[src/ebcb_pkg.sv]
// Shared constants and types for the expansion bus command buffer controller
package ebcb_pkg;
	// Core clock period
	localparam int CLK_PERIOD_NS = 10;
	// Address and byte enable settle before a command falls (least time)
	localparam int SETUP_NS = 50;
	// Command strobe width (least time)
	localparam int STROBE_NS = 250;
	// Address hold after a command rises (least time)
	localparam int HOLD_NS = 30;
	// Longest wait for the device to grant the expansion bus
	localparam int AEN_WAIT_NS = 2000;
	// Least times round up, the longest wait rounds down
	localparam int SETUP_CYC = (SETUP_NS + CLK_PERIOD_NS - 1) / CLK_PERIOD_NS;
	localparam int STROBE_CYC = (STROBE_NS + CLK_PERIOD_NS - 1) / CLK_PERIOD_NS;
	localparam int HOLD_CYC = (HOLD_NS + CLK_PERIOD_NS - 1) / CLK_PERIOD_NS;
	localparam int AEN_WAIT_CYC = AEN_WAIT_NS / CLK_PERIOD_NS;
	// Phase counter width
	localparam int CNT_W = 8;
	// Synchronised device outputs, bit positions
	localparam int SYNC_W = 5;
	localparam int SY_LOWMEG_RD = 0;
	localparam int SY_LOWMEG_WR = 1;
	localparam int SY_EXTMEM_RD = 2;
	localparam int SY_EXTMEM_WR = 3;
	localparam int SY_ADDR_EN = 4;
	// Active-low levels
	localparam logic ACT_N = 1'b0;
	localparam logic IDLE_N = 1'b1;
	// Who owns a cycle
	typedef enum logic [1:0] {
		OWN_CPU = 2'h0,
		OWN_LDMA = 2'h1,
		OWN_EXP = 2'h2,
		OWN_SPARE = 2'h3
	} ebcb_owner_t;
	// Cycle sequencer states
	typedef enum logic [4:0] {
		ST_IDLE = 5'h01,
		ST_GRANT = 5'h02,
		ST_SETUP = 5'h04,
		ST_STROBE = 5'h08,
		ST_HOLD = 5'h10
	} ebcb_state_t;
endpackage

[src/ebcb_sync_if.sv]
// Carrier between the controller and its input synchroniser
`timescale 1ns/1ps
`default_nettype none
interface ebcb_sync_if;
	import ebcb_pkg::*;
	logic [SYNC_W-1:0] raw; // Pin levels straight from the device
	logic [SYNC_W-1:0] synced; // Same levels after two flops
	modport ctrl (output raw, input synced);
	modport sync (input raw, output synced);
endinterface
`default_nettype wire

[src/ebcb_sync.sv]
// Two-flop synchroniser for the device's asynchronous outputs
`timescale 1ns/1ps
`default_nettype none
module ebcb_sync (
	input wire logic clk, // Core clock
	input wire logic rst, // Asynchronous reset, active high
	ebcb_sync_if.sync bus // Raw in, synced out
);
	import ebcb_pkg::*;
	logic [SYNC_W-1:0] meta_q; // First stage, read only by the second
	logic [SYNC_W-1:0] sync_q; // Second stage
	// Idle level of every watched pin is high, so reset to high
	always_ff @(posedge clk or posedge rst) begin
		if (rst) begin
			meta_q <= '1;
			sync_q <= '1;
		end else begin
			meta_q <= bus.raw;
			sync_q <= meta_q;
		end
	end
	assign bus.synced = sync_q;
endmodule
`default_nettype wire

[src/ebcb_ctrl.sv]
// Controller that runs local and expansion cycles through the command buffer
// Contract
// Low-meg commands only below one megabyte
// Extended memory read on every read
// Extended memory write on every write
// Port commands two-way; expansion DMA drives them
// Device drives expansion bit 0 for CPU
// Expansion master drives bit 0 once granted
// Local DMA drives local address bit 0
// Processor drives local bit 0 on reads
// Expansion high byte enable driven by owner
// Local high byte enable driven by owner
// Bus controller supplies memory read/write strobes
// Bus controller supplies port read/write strobes
// Device passes DMA commands when enable low
// Device pulls address enable low on grant
// Device never fights the cycle owner
`timescale 1ns/1ps
`default_nettype none
module ebcb_ctrl (
	input wire logic CORE_CLK, // Core clock, 100 MHz
	input wire logic RESET, // Asynchronous reset, active high
	input wire logic REQ_VALID, // Start a cycle, taken when ready
	input wire ebcb_pkg::ebcb_owner_t REQ_OWNER, // Cycle owner
	input wire logic REQ_IS_PORT, // 1 port cycle, 0 memory cycle
	input wire logic REQ_WRITE, // 1 write, 0 read
	input wire logic REQ_ADDR0, // Address bit 0
	input wire logic REQ_HIGH, // Upper data byte used
	output logic REQ_READY, // Idle, next request taken
	output logic DONE, // One-cycle pulse at cycle end
	output logic TIMEOUT, // Last cycle was an expansion cycle that got no grant; any take clears it
	output logic SEEN_LOWMEG, // Low-meg command seen in last strobe
	output logic SEEN_EXTMEM, // Extended memory command seen in last strobe
	output logic CPU_MEMORY_READ_N, // Local memory read strobe
	output logic CPU_MEMORY_WRITE_N, // Local memory write strobe
	output logic CPU_PORT_READ_N, // Local port read strobe
	output logic CPU_PORT_WRITE_N, // Local port write strobe
	output logic DMA_CMD_DRIVE_EN_N, // Low while local DMA owns the cycle
	input wire logic LOCAL_ADDR_BIT0_I, // Local bit 0, pin level
	output logic LOCAL_ADDR_BIT0_O, // Local bit 0, driven value
	output logic LOCAL_ADDR_BIT0_OE, // Local bit 0, drive enable
	input wire logic LOCAL_HIGH_BYTE_EN_N_I, // Local high byte enable, pin level
	output logic LOCAL_HIGH_BYTE_EN_N_O, // Local high byte enable, value
	output logic LOCAL_HIGH_BYTE_EN_N_OE, // Local high byte enable, drive enable
	input wire logic EXP_ADDR_BIT0_I, // Expansion bit 0, pin level
	output logic EXP_ADDR_BIT0_O, // Expansion bit 0, value
	output logic EXP_ADDR_BIT0_OE, // Expansion bit 0, drive enable
	input wire logic EXP_HIGH_BYTE_EN_N_I, // Expansion high byte enable, pin level
	output logic EXP_HIGH_BYTE_EN_N_O, // Expansion high byte enable, value
	output logic EXP_HIGH_BYTE_EN_N_OE, // Expansion high byte enable, drive enable
	input wire logic EXP_PORT_READ_CMD_N_I, // Expansion port read, pin level
	output logic EXP_PORT_READ_CMD_N_O, // Expansion port read, value
	output logic EXP_PORT_READ_CMD_N_OE, // Expansion port read, drive enable
	input wire logic EXP_PORT_WRITE_CMD_N_I, // Expansion port write, pin level
	output logic EXP_PORT_WRITE_CMD_N_O, // Expansion port write, value
	output logic EXP_PORT_WRITE_CMD_N_OE, // Expansion port write, drive enable
	input wire logic LOWMEG_READ_CMD_N, // Device low-meg read
	input wire logic LOWMEG_WRITE_CMD_N, // Device low-meg write
	input wire logic EXT_MEMORY_READ_CMD_N, // Device extended memory read
	input wire logic EXT_MEMORY_WRITE_CMD_N, // Device extended memory write
	input wire logic ADDRESS_ENABLE_OUT_N // Device grant, low for expansion master
);
	import ebcb_pkg::*;

	// Read-back levels of our own two-way pins are not needed by the sequencer
	ebcb_sync_if sif ();
	ebcb_sync u_sync (
		.clk(CORE_CLK),
		.rst(RESET),
		.bus(sif)
	);
	// Gather the device outputs in one process, so the vector has a single driver
	always_comb begin
		sif.raw = '1;
		sif.raw[SY_LOWMEG_RD] = LOWMEG_READ_CMD_N;
		sif.raw[SY_LOWMEG_WR] = LOWMEG_WRITE_CMD_N;
		sif.raw[SY_EXTMEM_RD] = EXT_MEMORY_READ_CMD_N;
		sif.raw[SY_EXTMEM_WR] = EXT_MEMORY_WRITE_CMD_N;
		sif.raw[SY_ADDR_EN] = ADDRESS_ENABLE_OUT_N;
	end

	ebcb_state_t st_q, st_d; // Sequencer state
	logic [CNT_W-1:0] cnt_q, cnt_d; // Cycles spent in this state
	ebcb_owner_t own_q, own_d; // Latched request
	logic port_q, port_d, wr_q, wr_d, a0_q, a0_d, high_q, high_d;
	logic tout_q, tout_d; // Grant never came
	logic lowmeg_q, lowmeg_d, extmem_q, extmem_d; // Sticky observations

	// Decode of the synchronised device outputs
	wire aen_low = (sif.synced[SY_ADDR_EN] == ACT_N);
	wire lowmeg_any = (sif.synced[SY_LOWMEG_RD] == ACT_N) || (sif.synced[SY_LOWMEG_WR] == ACT_N);
	wire extmem_any = (sif.synced[SY_EXTMEM_RD] == ACT_N) || (sif.synced[SY_EXTMEM_WR] == ACT_N);

	// Phase end detection, one limit per state
	wire setup_end = (cnt_q == CNT_W'(SETUP_CYC - 1));
	wire strobe_end = (cnt_q == CNT_W'(STROBE_CYC - 1));
	wire hold_end = (cnt_q == CNT_W'(HOLD_CYC - 1));
	wire grant_end = (cnt_q == CNT_W'(AEN_WAIT_CYC - 1));
	wire take = (st_q == ST_IDLE) && REQ_VALID;

	// Next state; an expansion master waits for the device's grant first
	always_comb begin
		st_d = st_q;
		case (st_q)
			ST_IDLE: begin
				if (REQ_VALID) begin
					st_d = (REQ_OWNER == OWN_EXP) ? ST_GRANT : ST_SETUP;
				end
			end
			ST_GRANT: begin
				if (aen_low) begin
					st_d = ST_SETUP;
				end else if (grant_end) begin
					st_d = ST_HOLD;
				end
			end
			ST_SETUP: begin
				if (setup_end) begin
					st_d = ST_STROBE;
				end
			end
			ST_STROBE: begin
				if (strobe_end) begin
					st_d = ST_HOLD;
				end
			end
			ST_HOLD: begin
				if (hold_end) begin
					st_d = ST_IDLE;
				end
			end
			default: begin
				st_d = ST_IDLE;
			end
		endcase
	end

	// Counter restarts on every state change
	assign cnt_d = (st_d != st_q) ? '0 : cnt_q + CNT_W'(1);
	// Request is latched once, at the take
	assign own_d = take ? REQ_OWNER : own_q;
	assign port_d = take ? REQ_IS_PORT : port_q;
	assign wr_d = take ? REQ_WRITE : wr_q;
	assign a0_d = take ? REQ_ADDR0 : a0_q;
	assign high_d = take ? REQ_HIGH : high_q;
	assign tout_d = take ? 1'b0 : (tout_q || ((st_q == ST_GRANT) && grant_end && !aen_low));
	// Device commands seen while our strobe is out; a new take clears them
	assign lowmeg_d = take ? 1'b0 : (lowmeg_q || ((st_q == ST_STROBE) && lowmeg_any));
	assign extmem_d = take ? 1'b0 : (extmem_q || ((st_q == ST_STROBE) && extmem_any));

	// Pin drive decode from the next state, so every pin output is a flop
	wire is_exp = (own_d == OWN_EXP);
	wire is_ldma = (own_d == OWN_LDMA);
	wire is_local = !is_exp; // CPU, local DMA, and the spare code treated as CPU
	wire phase_d = ((st_d == ST_SETUP) || (st_d == ST_STROBE) || (st_d == ST_HOLD)) && !tout_d;
	wire strobe_d = (st_d == ST_STROBE);
	wire loc_cmd = strobe_d && is_local;
	// Local bit 0: DMA drives it, the processor drives it for its cycles
	wire loc_oe_d = phase_d && is_local;
	// Expansion side belongs to us only as a granted master
	wire exp_oe_d = phase_d && is_exp;
	wire exp_port_oe_d = exp_oe_d && port_d;

	// Sequencer and request registers
	always_ff @(posedge CORE_CLK or posedge RESET) begin
		if (RESET) begin
			st_q <= ST_IDLE;
			cnt_q <= '0;
			own_q <= OWN_CPU;
			{port_q, wr_q, a0_q, high_q} <= 4'h0;
			{tout_q, lowmeg_q, extmem_q} <= 3'h0;
		end else begin
			st_q <= st_d;
			cnt_q <= cnt_d;
			own_q <= own_d;
			{port_q, wr_q, a0_q, high_q} <= {port_d, wr_d, a0_d, high_d};
			{tout_q, lowmeg_q, extmem_q} <= {tout_d, lowmeg_d, extmem_d};
		end
	end

	// Local command strobes; only one is ever low
	always_ff @(posedge CORE_CLK or posedge RESET) begin
		if (RESET) begin
			CPU_MEMORY_READ_N <= IDLE_N;
			CPU_MEMORY_WRITE_N <= IDLE_N;
			CPU_PORT_READ_N <= IDLE_N;
			CPU_PORT_WRITE_N <= IDLE_N;
			DMA_CMD_DRIVE_EN_N <= IDLE_N;
		end else begin
			CPU_MEMORY_READ_N <= !(loc_cmd && !port_d && !wr_d);
			CPU_MEMORY_WRITE_N <= !(loc_cmd && !port_d && wr_d);
			CPU_PORT_READ_N <= !(loc_cmd && port_d && !wr_d);
			CPU_PORT_WRITE_N <= !(loc_cmd && port_d && wr_d);
			DMA_CMD_DRIVE_EN_N <= !(phase_d && is_ldma);
		end
	end

	// Two-way pins: released in reset and between cycles
	always_ff @(posedge CORE_CLK or posedge RESET) begin
		if (RESET) begin
			{LOCAL_ADDR_BIT0_OE, LOCAL_HIGH_BYTE_EN_N_OE} <= 2'h0;
			{EXP_ADDR_BIT0_OE, EXP_HIGH_BYTE_EN_N_OE} <= 2'h0;
			{EXP_PORT_READ_CMD_N_OE, EXP_PORT_WRITE_CMD_N_OE} <= 2'h0;
			{LOCAL_ADDR_BIT0_O, EXP_ADDR_BIT0_O} <= 2'h0;
			{LOCAL_HIGH_BYTE_EN_N_O, EXP_HIGH_BYTE_EN_N_O} <= 2'h3;
			{EXP_PORT_READ_CMD_N_O, EXP_PORT_WRITE_CMD_N_O} <= 2'h3;
		end else begin
			{LOCAL_ADDR_BIT0_OE, LOCAL_HIGH_BYTE_EN_N_OE} <= {2{loc_oe_d}};
			{EXP_ADDR_BIT0_OE, EXP_HIGH_BYTE_EN_N_OE} <= {2{exp_oe_d}};
			{EXP_PORT_READ_CMD_N_OE, EXP_PORT_WRITE_CMD_N_OE} <= {2{exp_port_oe_d}};
			{LOCAL_ADDR_BIT0_O, EXP_ADDR_BIT0_O} <= {2{a0_d}};
			{LOCAL_HIGH_BYTE_EN_N_O, EXP_HIGH_BYTE_EN_N_O} <= {2{!high_d}};
			// Value stays high unless we own the port cycle, so a later enable never
			// exposes a stale low command
			EXP_PORT_READ_CMD_N_O <= !(strobe_d && exp_port_oe_d && !wr_d);
			EXP_PORT_WRITE_CMD_N_O <= !(strobe_d && exp_port_oe_d && wr_d);
		end
	end

	// User-side status
	always_ff @(posedge CORE_CLK or posedge RESET) begin
		if (RESET) begin
			{REQ_READY, DONE, TIMEOUT} <= 3'h0;
			{SEEN_LOWMEG, SEEN_EXTMEM} <= 2'h0;
		end else begin
			REQ_READY <= (st_d == ST_IDLE);
			DONE <= (st_q == ST_HOLD) && hold_end;
			TIMEOUT <= tout_d;
			{SEEN_LOWMEG, SEEN_EXTMEM} <= {lowmeg_d, extmem_d};
		end
	end

	// Checks on what this controller drives
	localparam int A_STROBE = STROBE_CYC;
endmodule
`default_nettype wire

[config.mk]
export PLATFORM = sky130hd
export DESIGN_NAME = ebcb_ctrl
export DESIGN_NICKNAME = d
export VERILOG_FILES = /design/src/ebcb_pkg.sv /design/src/ebcb_sync_if.sv /design/src/ebcb_sync.sv /design/src/ebcb_ctrl.sv
export SDC_FILE = /design/constraint.sdc
export NUM_CORES = 1
export LEC_CHECK = 0
export BUFFER_PORTS_ARGS = -buffer_cell sky130_fd_sc_hd__buf_4
export CORE_MARGIN = 2
export CORE_UTILIZATION = 49
export DETAILED_ROUTE_END_ITERATION = 8
export GPL_ROUTABILITY_DRIVEN = 1
export PLACE_DENSITY = 0.72
export SLEW_MARGIN = 20
export SYNTH_ARGS = -nofsm -noshare
export SYNTH_HDL_FRONTEND = slang
export SYNTH_SLANG_ARGS = --single-unit
[constraint.sdc]
create_clock -name CORE_CLK -period 1.95 [get_ports CORE_CLK]
set_input_delay 0.2925 -clock CORE_CLK [delete_from_list [all_inputs] [get_ports CORE_CLK]]
set_output_delay 0.2925 -clock CORE_CLK [all_outputs]
set_load 0.01 [all_outputs]
==> results.cfg, run 1 <==
[worst_hold_path]
hp-class = in2async

[critical_path]
crit_path_end_kind = flip-flop
worstPathMaxFanout = 5
worstPathArrival_ns = 2.42
path_cells = inv_2 -> ha_4 -> or3b_4 -> o211ai_1 -> o21ai_1 -> o32a_1 -> nor4_1
cp-start-kind = flip-flop
required_ns = 2.17
cp_slowest_stage_delay_ns = 0.44
critPathKind = reg2reg
cp.buffers_inverters = 1
startpoint = cnt_q[0]
slowest_stage = o32a_1
critical_path.top_delay_family = compound AO/OA/AOI/OAI gates
worstReg2RegStart = cnt_q[0]

[cts]
cts_root_buffer = clkbuf_8
clock_sinks = 45
htree_levels = 2
hold_buffers = 0
clock_latency_ns = 0.31
cts.clk_slew.worst_paths_ns = 0.09
cts_tree = yes
cts_buffers = 5
cts_buffer_depth = 2

[synth]
async_reset_ff_frac = 1.00
synth_area_leader_cell = dfrtp_1
syn_area_sq_um = 2090
yosysWarningCount = 0
postSynthAreaPerCell_sq_um = 10.8
netlist_top_cells_area = dfrtp_1 31%, dfstp_2 24%, nand2_1 4.5%, nor3_1 3.1%, or3_1 2.7%
synth_cells = 194
ys_seq_area_frac = 0.550
ys.flop_type = dfrtp_1
ys_seq_elements = 45
ys_types = 45
yosysTopAreaCellShare = 0.311
syn_nets = 217
synth_edf_count = 0

[finish]
fill_cells = 246
layout.nets = 294
area_growth_pct = 48.6
fin_cells = 322
drive_above_1_share = 0.563
n_antenna_cell = 0

[sta]
timing.fmax_ghz = 0.454
slew_viol_final = 0
hold_slack_ns = 0.0161
setup_violations = 20
rsz0062_at_grt = yes
period_share = 1.13
hold_violations = 0
setup_ws_ns = -0.255
tightestPinTransition_ns = 0.733
fin_crit_ns = 2.20
skew_ns = 0.0129
slew_headroom = 0.508

[placed_design]
dpl.cell_count = 307
pre_cts_slack_ns = -0.144
portBuffers = 35
dp_hpwl_um = 3540
place.gp.congestion = 0.942

[drt]
routed_wl_um = 5480
avgViaCountPerCell = 5.61
drc = 0
ant_nets = 0
drtIter0Drc = 181
dr.pass1.iters = 4
vias = 1807
wire_per_inst_um = 17.0

[global_routing]
grt_max_degree = 26
grt_usage = 0.229
antenna_found_initial = 0
grt_pass1_vias = 1756
grt_pass1_wl_um = 8620
globalRouteOverflowTotal = 0

[floorplanning]
rows = 23
die_y_um = 69.3
start_util = 0.515
pin_count = 42
fp.coreArea_sq_um = 4060
die_w_um = 69.3
dieArea_sq_um = 4800

[pwr]
p_leak_nw = 1.38
max-vdd-ir-drop_uv = 695
powerDensity_nw_per_um2 = 1250

[outcome]
status = complete, but fails checks
violations = negative setup slack

[job]
drv_cap = 0
## synth_stat cells, types with 2 or more instances
library cell  number
nand3_1            6
nand2b_1           3
nor4_1             5
nor2b_1            3
a21oi_1            4
dfstp_2           19
dfrtp_1           26
nand4b_1           2
and3_1             5
mux2i_1            3
o21ai_0            5
o32a_1             3
xnor2_1            3
inv_1             11
ha_1               3
buf_4              6
nor3_1            13
nand3b_1           4
xor2_1             3
or3_1              9
nand2_1           25
nor2_1            10
## stage by stage
| step | instance area (sq um) | util | TNS, ns | power (mW) |
|---|---|---|---|---|
| finish | 3100 | 0.765 | -2.20 | 3.88 |
| detailed placement | 2710 | 0.667 | -1.67 | 2.77 |
| CTS | 2940 | 0.723 | -0.972 | 3.61 |
| global route | 3100 | 0.765 | -3.75 | 4.09 |
| floorplan | 2140 | - | -0.215 | 2.16 |
| global placement | 2710 | 0.667 | -1.02 | 2.72 |
## timing repair
| action | 4_1_cts | 5_1_grt |
|---|---|---|
| setup endpoints to repair | 21 | 25 |
| hold endpoints to repair | 0 | 0 |
| setup buffers | 3 | 5 |
| pin swaps | 5 | 20 |
| resized for setup | 22 | 27 |
## area by class of cell
cell class,instances,area [sq um],share of cell area
clock inverters,2,38.8,0.0125
clock buffers,6,72.6,0.0234
repair buffers,79,633,0.204
inverters,11,41.3,0.0133
multi-input cells,129,1110,0.356
well taps,50,62.6,0.0202
flip-flops and latches,45,1150,0.370
## report_power, final
part | internal (mW) | switching (mW) | total (mW)
Combinational | 0.925 | 0.986 | 1.91
Clock | 0.385 | 0.331 | 0.716
Sequential | 1.14 | 0.112 | 1.25
Total | 2.45 | 1.43 | 3.88
## metal layers
| metal | up-vias | routed length, um | global-route usage |
|---|---|---|---|
| li1 | 837 | - | - |
| met5 | - | 0 | 0 |
| met2 | 68 | 2650 | 0.357 |
| met4 | 0 | 124 | 0.0980 |
| met3 | 12 | 292 | 0.0523 |
| met1 | 890 | 2420 | 0.309 |
## cell families (layout without fill, tap and decap cells)
kind of cell	count (synthesis)	after routing	synth area share
flops	45	45	0.550
buf+inv	20	98	0.0509
xor+xnor	6	6	0.0252
simple gates	93	93	0.250
fa+ha+maj	3	3	0.0180
mux	3	3	0.0144
compound gates	24	24	0.0910
## path summary, 6_finish.rpt
path,endpoint,depth (start not counted),slack (ns)
max,EXP_HIGH_BYTE_EN_N_OE,7,-0.25
max reg2reg,EXP_HIGH_BYTE_EN_N_OE,7,-0.25
min,high_q,2,0.02
min reg2reg,u_sync.bus.synced[0],0,0.36
min in group CORE_CLK,u_sync.meta_q[3],1,0.09
max in group asynchronous,st_q[0],3,1.34
## sequential cells by signal (all words and copies together) (netlist names), 2 cells and up
name and cells:
u_sync.meta_q 5, cnt_q 8, u_sync.bus.synced 5, st_q 5
own_q 2
## cells in the final DEF (no fill, tap or decap), types with 3 or more instances in the layout
cell	count
nand3_1	5
o21ai_0	4
nor2_4	3
xnor2_1	3
nor2_1	6
inv_1	5
or3_1	5
inv_2	5
nand2b_1	3
dfstp_2	19
and3_1	4
a21oi_1	3
nor3_2	8
nand3b_1	4
nor3_4	3
or3_4	4
xor2_1	3
nor4_1	3
clkbuf_8	5
dfrtp_1	26
nand2_1	25
buf_4	74
nor2b_1	3
(Power assumes the default switching activity.)
==> run 2, diff against run 1 <==
--- a/config.mk
+++ b/config.mk
@@ -11,6 +11,7 @@
 export DETAILED_ROUTE_END_ITERATION = 8
 export GPL_ROUTABILITY_DRIVEN = 1
 export PLACE_DENSITY = 0.72
+export RECOVER_POWER = 50
 export SLEW_MARGIN = 20
 export SYNTH_ARGS = -nofsm -noshare
 export SYNTH_HDL_FRONTEND = slang
==> results.cfg, run 2 (synthesized netlist as in run 1, its figures left out) <==
[outcome]
status = complete, but fails checks
violations = negative hold slack, negative setup slack

[global_routing]
grt_pass1_vias = 1756
grt_pass1_wl_um = 8620
globalRouteOverflowTotal = 0
antenna_found_initial = 0
grt_usage = 0.229
grt_max_degree = 26

[critical_path]
r2r_slack_ns = -0.24
crit_path_end_kind = flip-flop
worstPathMaxFanout = 5
critPathKind = reg2reg
required_ns = 2.17
cp-start-kind = flip-flop
worstPathArrival_ns = 2.41

[finish]
top_register = cnt_q
layout.nets = 294
fill_cells = 249
final_common_cell = buf_4
fin_cells = 322
n_antenna_cell = 0
utilization = 0.761
drive_above_1_share = 0.559
most-common-layout-cells = 68 x buf_4, 26 x dfrtp_1, 25 x nand2_1
largest_register_ffs = 8
area_growth_pct = 47.8

[placed_design]
dp_hpwl_um = 3540
portBuffers = 35
pre_cts_slack_ns = -0.144
place.gp.congestion = 0.942
dpl.cell_count = 307

[cts]
clock_latency_ns = 0.31
clock_sinks = 45
hold_buffers = 0
cts_buffer_depth = 2
cts_buffers = 5
cts_tree = yes
cts.clk_slew.worst_paths_ns = 0.09
cts_root_buffer = clkbuf_8
htree_levels = 2

[sta]
timing.fmax_ghz = 0.457
skew_ns = 0.0129
hold_violations = 1
slew_headroom = 0.115
rsz0062_at_grt = yes
hold_slack_ns = -0.000516
period_share = 1.12
tightestPinTransition_ns = 1.33
setup_ws_ns = -0.240
slew_viol_final = 0
setup_violations = 19
fin_crit_ns = 2.19

[pwr]
powerDensity_nw_per_um2 = 1250
p_leak_nw = 1.37
max-vdd-ir-drop_uv = 695

[drt]
vias = 1836
dr.pass1.iters = 4
avgViaCountPerCell = 5.70
routed_wl_um = 5490
wire_per_inst_um = 17.1
drtIter0Drc = 155
ant_nets = 0
drc = 0

[worst_hold_path]
hp-class = in2async

[job]
drv_cap = 0

[floorplanning]
die_w_um = 69.3
dieArea_sq_um = 4800
fp.coreArea_sq_um = 4060
start_util = 0.515
die_y_um = 69.3
pin_count = 42
rows = 23
run 2: layout make-up:
cell class	count	area [sq um]	area share
flip-flops and latches	45	1150	0.372
multi-input cells	129	1110	0.358
repair buffers	79	617	0.200
clock buffers	6	72.6	0.0235
well taps	50	62.6	0.0203
inverters	11	41.3	0.0134
clock inverters	2	38.8	0.0126
run 2: what timing repair did:
item / 4_1_cts / 5_1_grt
endpoints found under the setup margin: 21 / 25
buffers inserted: 3 / 5
resized for setup: 22 / 27
pin swaps: 5 / 20
cloned: 0 / 0
run 2: worst paths after layout:
kind,cells after the start,endpoint,from
setup / recovery,7,EXP_HIGH_BYTE_EN_N_OE,cnt_q[1]
hold / removal,2,high_q,RESET
setup reg to reg,7,EXP_HIGH_BYTE_EN_N_OE,cnt_q[1]
hold reg to reg,0,u_sync.bus.synced[0],u_sync.meta_q[0]
max in group asynchronous,3,st_q[4],RESET
min in group CORE_CLK,1,u_sync.meta_q[3],EXT_MEMORY_WRITE_CMD_N
run 2: critical path, cell delays in order, from the launching register on:
cell and delay, ns:
dfrtp_1 0.39, inv_2 0.08, ha_4 0.12, or3b_4 0.39, o211ai_1 0.27, o21ai_1 0.12, o32a_1 0.44, nor4_1 0.29
run 2: metal layers:
layer / share of wire / GRT usage / vias to the layer above
met3: 0.060 / 0.0523 / 10
met1: 0.43 / 0.309 / 906
li1: - / - / 834
met5: 0 / 0 / -
met4: 0.021 / 0.0980 / 0
met2: 0.49 / 0.357 / 86
run 2: power by group:
group          switching [mW]  total, mW  leakage, nW  internal [mW]
registers               0.113       1.25        0.544           1.14
clock network           0.328      0.713       0.0554          0.385
logic                   0.988       1.91        0.768          0.921
total                    1.43       3.87         1.37           2.45
run 2: per-stage QoR:
| step | TNS, ns | instance area [sq um] | hold WS, ns | power (mW) |
|---|---|---|---|---|
| after floorplan | -0.215 | 2140 | 0.297 | 2.16 |
| after global placement | -1.02 | 2710 | 0.346 | 2.72 |
| after detailed placement | -1.67 | 2710 | 0.349 | 2.77 |
| after CTS | -0.972 | 2940 | 0.0263 | 3.61 |
| after global routing | -3.75 | 3090 | 0.0458 | 4.09 |
| final | -2.15 | 3090 | -0.000516 | 3.87 |
==> run 3, diff against run 2 <==
--- a/config.mk
+++ b/config.mk
@@ -6,6 +6,8 @@
 export NUM_CORES = 1
 export LEC_CHECK = 0
 export BUFFER_PORTS_ARGS = -buffer_cell sky130_fd_sc_hd__buf_4
+export CAP_MARGIN = 25
+export CORE_ASPECT_RATIO = 0.8
 export CORE_MARGIN = 2
 export CORE_UTILIZATION = 49
 export DETAILED_ROUTE_END_ITERATION = 8
==> results.cfg, run 3 (synthesized netlist as in run 1, its figures left out) <==
[outcome]
status = complete, but fails checks
violations = negative setup slack

[floorplanning]
start_util = 0.503
pin_count = 42
die_w_um = 77.0
die_y_um = 62.4
dieArea_sq_um = 4810
fp.coreArea_sq_um = 4150
rows = 21

[critical_path]
critPathKind = reg2reg
r2r_cells = 7
required_ns = 2.17
r2r_slack_ns = -0.19
worstPathArrival_ns = 2.36
timing.rr.end = cnt_q[1]
worstPathMaxFanout = 8
crit_path_end_kind = flip-flop
cp-start-kind = flip-flop
worstReg2RegStart = cnt_q[0]

[cts]
cts_tree = yes
cts_root_buffer = clkbuf_8
cts.clk_slew.worst_paths_ns = 0.08
clock_sinks = 45
cts_buffer_depth = 2
clock_latency_ns = 0.31
htree_levels = 2
cts_buffers = 5

[global_routing]
antenna_found_initial = 0
grt_max_degree = 25
grt_usage = 0.222
grt_pass1_vias = 1786
met2_usage = 0.343
grt-busiest-layer = met2
globalRouteOverflowTotal = 0
grt_pass1_wl_um = 8420
use_met3 = 0.0506
grt.met1_usage = 0.315

[placed_design]
place.gp.congestion = 0.814
dp_hpwl_um = 3330
pre_cts_slack_ns = -0.156
portBuffers = 35

[finish]
n_antenna_cell = 0
top_register = cnt_q
utilization = 0.733
layout.nets = 299
area_growth_pct = 45.6
drive_above_1_share = 0.538
most-common-layout-cells = 75 x buf_4, 26 x dfrtp_1, 25 x nand2_1
final_common_cell = buf_4
largest_register_ffs = 8

[pwr]
powerDensity_nw_per_um2 = 1200
max-vdd-ir-drop_uv = 767
p_leak_nw = 1.37

[drt]
wire_per_inst_um = 14.8
routed_wl_um = 4960
ant_nets = 0
dr.pass1.iters = 4
avgViaCountPerCell = 5.34
vias = 1784
drtIter0Drc = 169
drc = 0

[sta]
setup_violations = 15
slew_viol_final = 0
tightestPinTransition_ns = 1.27
skew_ns = 0.00447
setup_ws_ns = -0.187
fin_crit_ns = 2.14
rsz0062_at_grt = yes
period_share = 1.10
hold_violations = 0
timing.fmax_ghz = 0.468
slew_headroom = 0.155
hold_slack_ns = 0.0154

[job]
drv_cap = 0

[worst_hold_path]
hp-class = in2async
run 3: cell count changes in the layout (fill, tap and decap cells not counted), sizes merged:
cell      delta
clkinv       -1
buf          +5
clkinvlp     +1
inv          +1
bufinv       -1
run 3: per-stage QoR:
step                      power (mW)  cell area [sq um]  instances  setup TNS (ns)
final                           3.66               3040        334           -1.74
after CTS                       3.48               2940        331          -0.676
after floorplan                 2.16               2140        194          -0.215
after global routing            3.90               3040        334           -3.42
after global placement          2.74               2750        319           -1.12
after detailed placement        2.77               2750        319           -1.75
run 3: what timing repair did:
item                                    4_1_cts  5_1_grt
hold buffers                                  0        0
resized for setup                            13       17
endpoints found under the setup margin       17       25
setup buffers                                 4        3
pin swaps                                    17        7
run 3: metal layers:
layer / vias up / wire length (um) / part of all wire
li1: 841 / - / -
met1: 865 / 2200 / 0.44
met2: 69 / 2290 / 0.46
met3: 9 / 386 / 0.078
met4: 0 / 77 / 0.016
met5: - / 0 / 0
run 3: cell type report:
| cell class | count | area (sq um) |
|---|---|---|
| Clock inverter | 2 | 16.3 |
| Sequential cell | 45 | 1150 |
| Multi-Input combinational cell | 129 | 1040 |
| Tap cell | 57 | 71.3 |
| Fill cell | 288 | 1110 |
| Inverter | 11 | 41.3 |
| Timing Repair Buffer | 84 | 643 |
| Clock buffer | 6 | 82.6 |
run 3: power breakdown:
group / leakage (nW) / internal, mW / switching (mW) / total [mW]
Sequential: 0.544 / 1.14 / 0.0971 / 1.24
Clock: 0.0478 / 0.292 / 0.330 / 0.622
Combinational: 0.778 / 0.880 / 0.921 / 1.80
run 3: worst max path at each step:
stage	slack, ns	cells after the start	endpoint	start
finish	-0.19	7	cnt_q[1]	cnt_q[0]
global route	-0.28	7	LOCAL_HIGH_BYTE_EN_N_OE	cnt_q[0]
CTS	-0.14	7	EXP_HIGH_BYTE_EN_N_OE	cnt_q[0]
detailed placement	-0.16	5	EXP_HIGH_BYTE_EN_N_OE	cnt_q[5]
global placement	-0.12	5	EXP_HIGH_BYTE_EN_N_OE	cnt_q[5]
floorplan	-0.04	6	cnt_q[1]	cnt_q[0]
run 3: critical path: stages, from the launching register on:
cell and delay [ns]:
dfrtp_1 0.40, inv_2 0.06, ha_1 0.13, or3b_4 0.41, buf_4 0.15, o31a_1 0.29, a221o_4 0.46, nor4_4 0.14
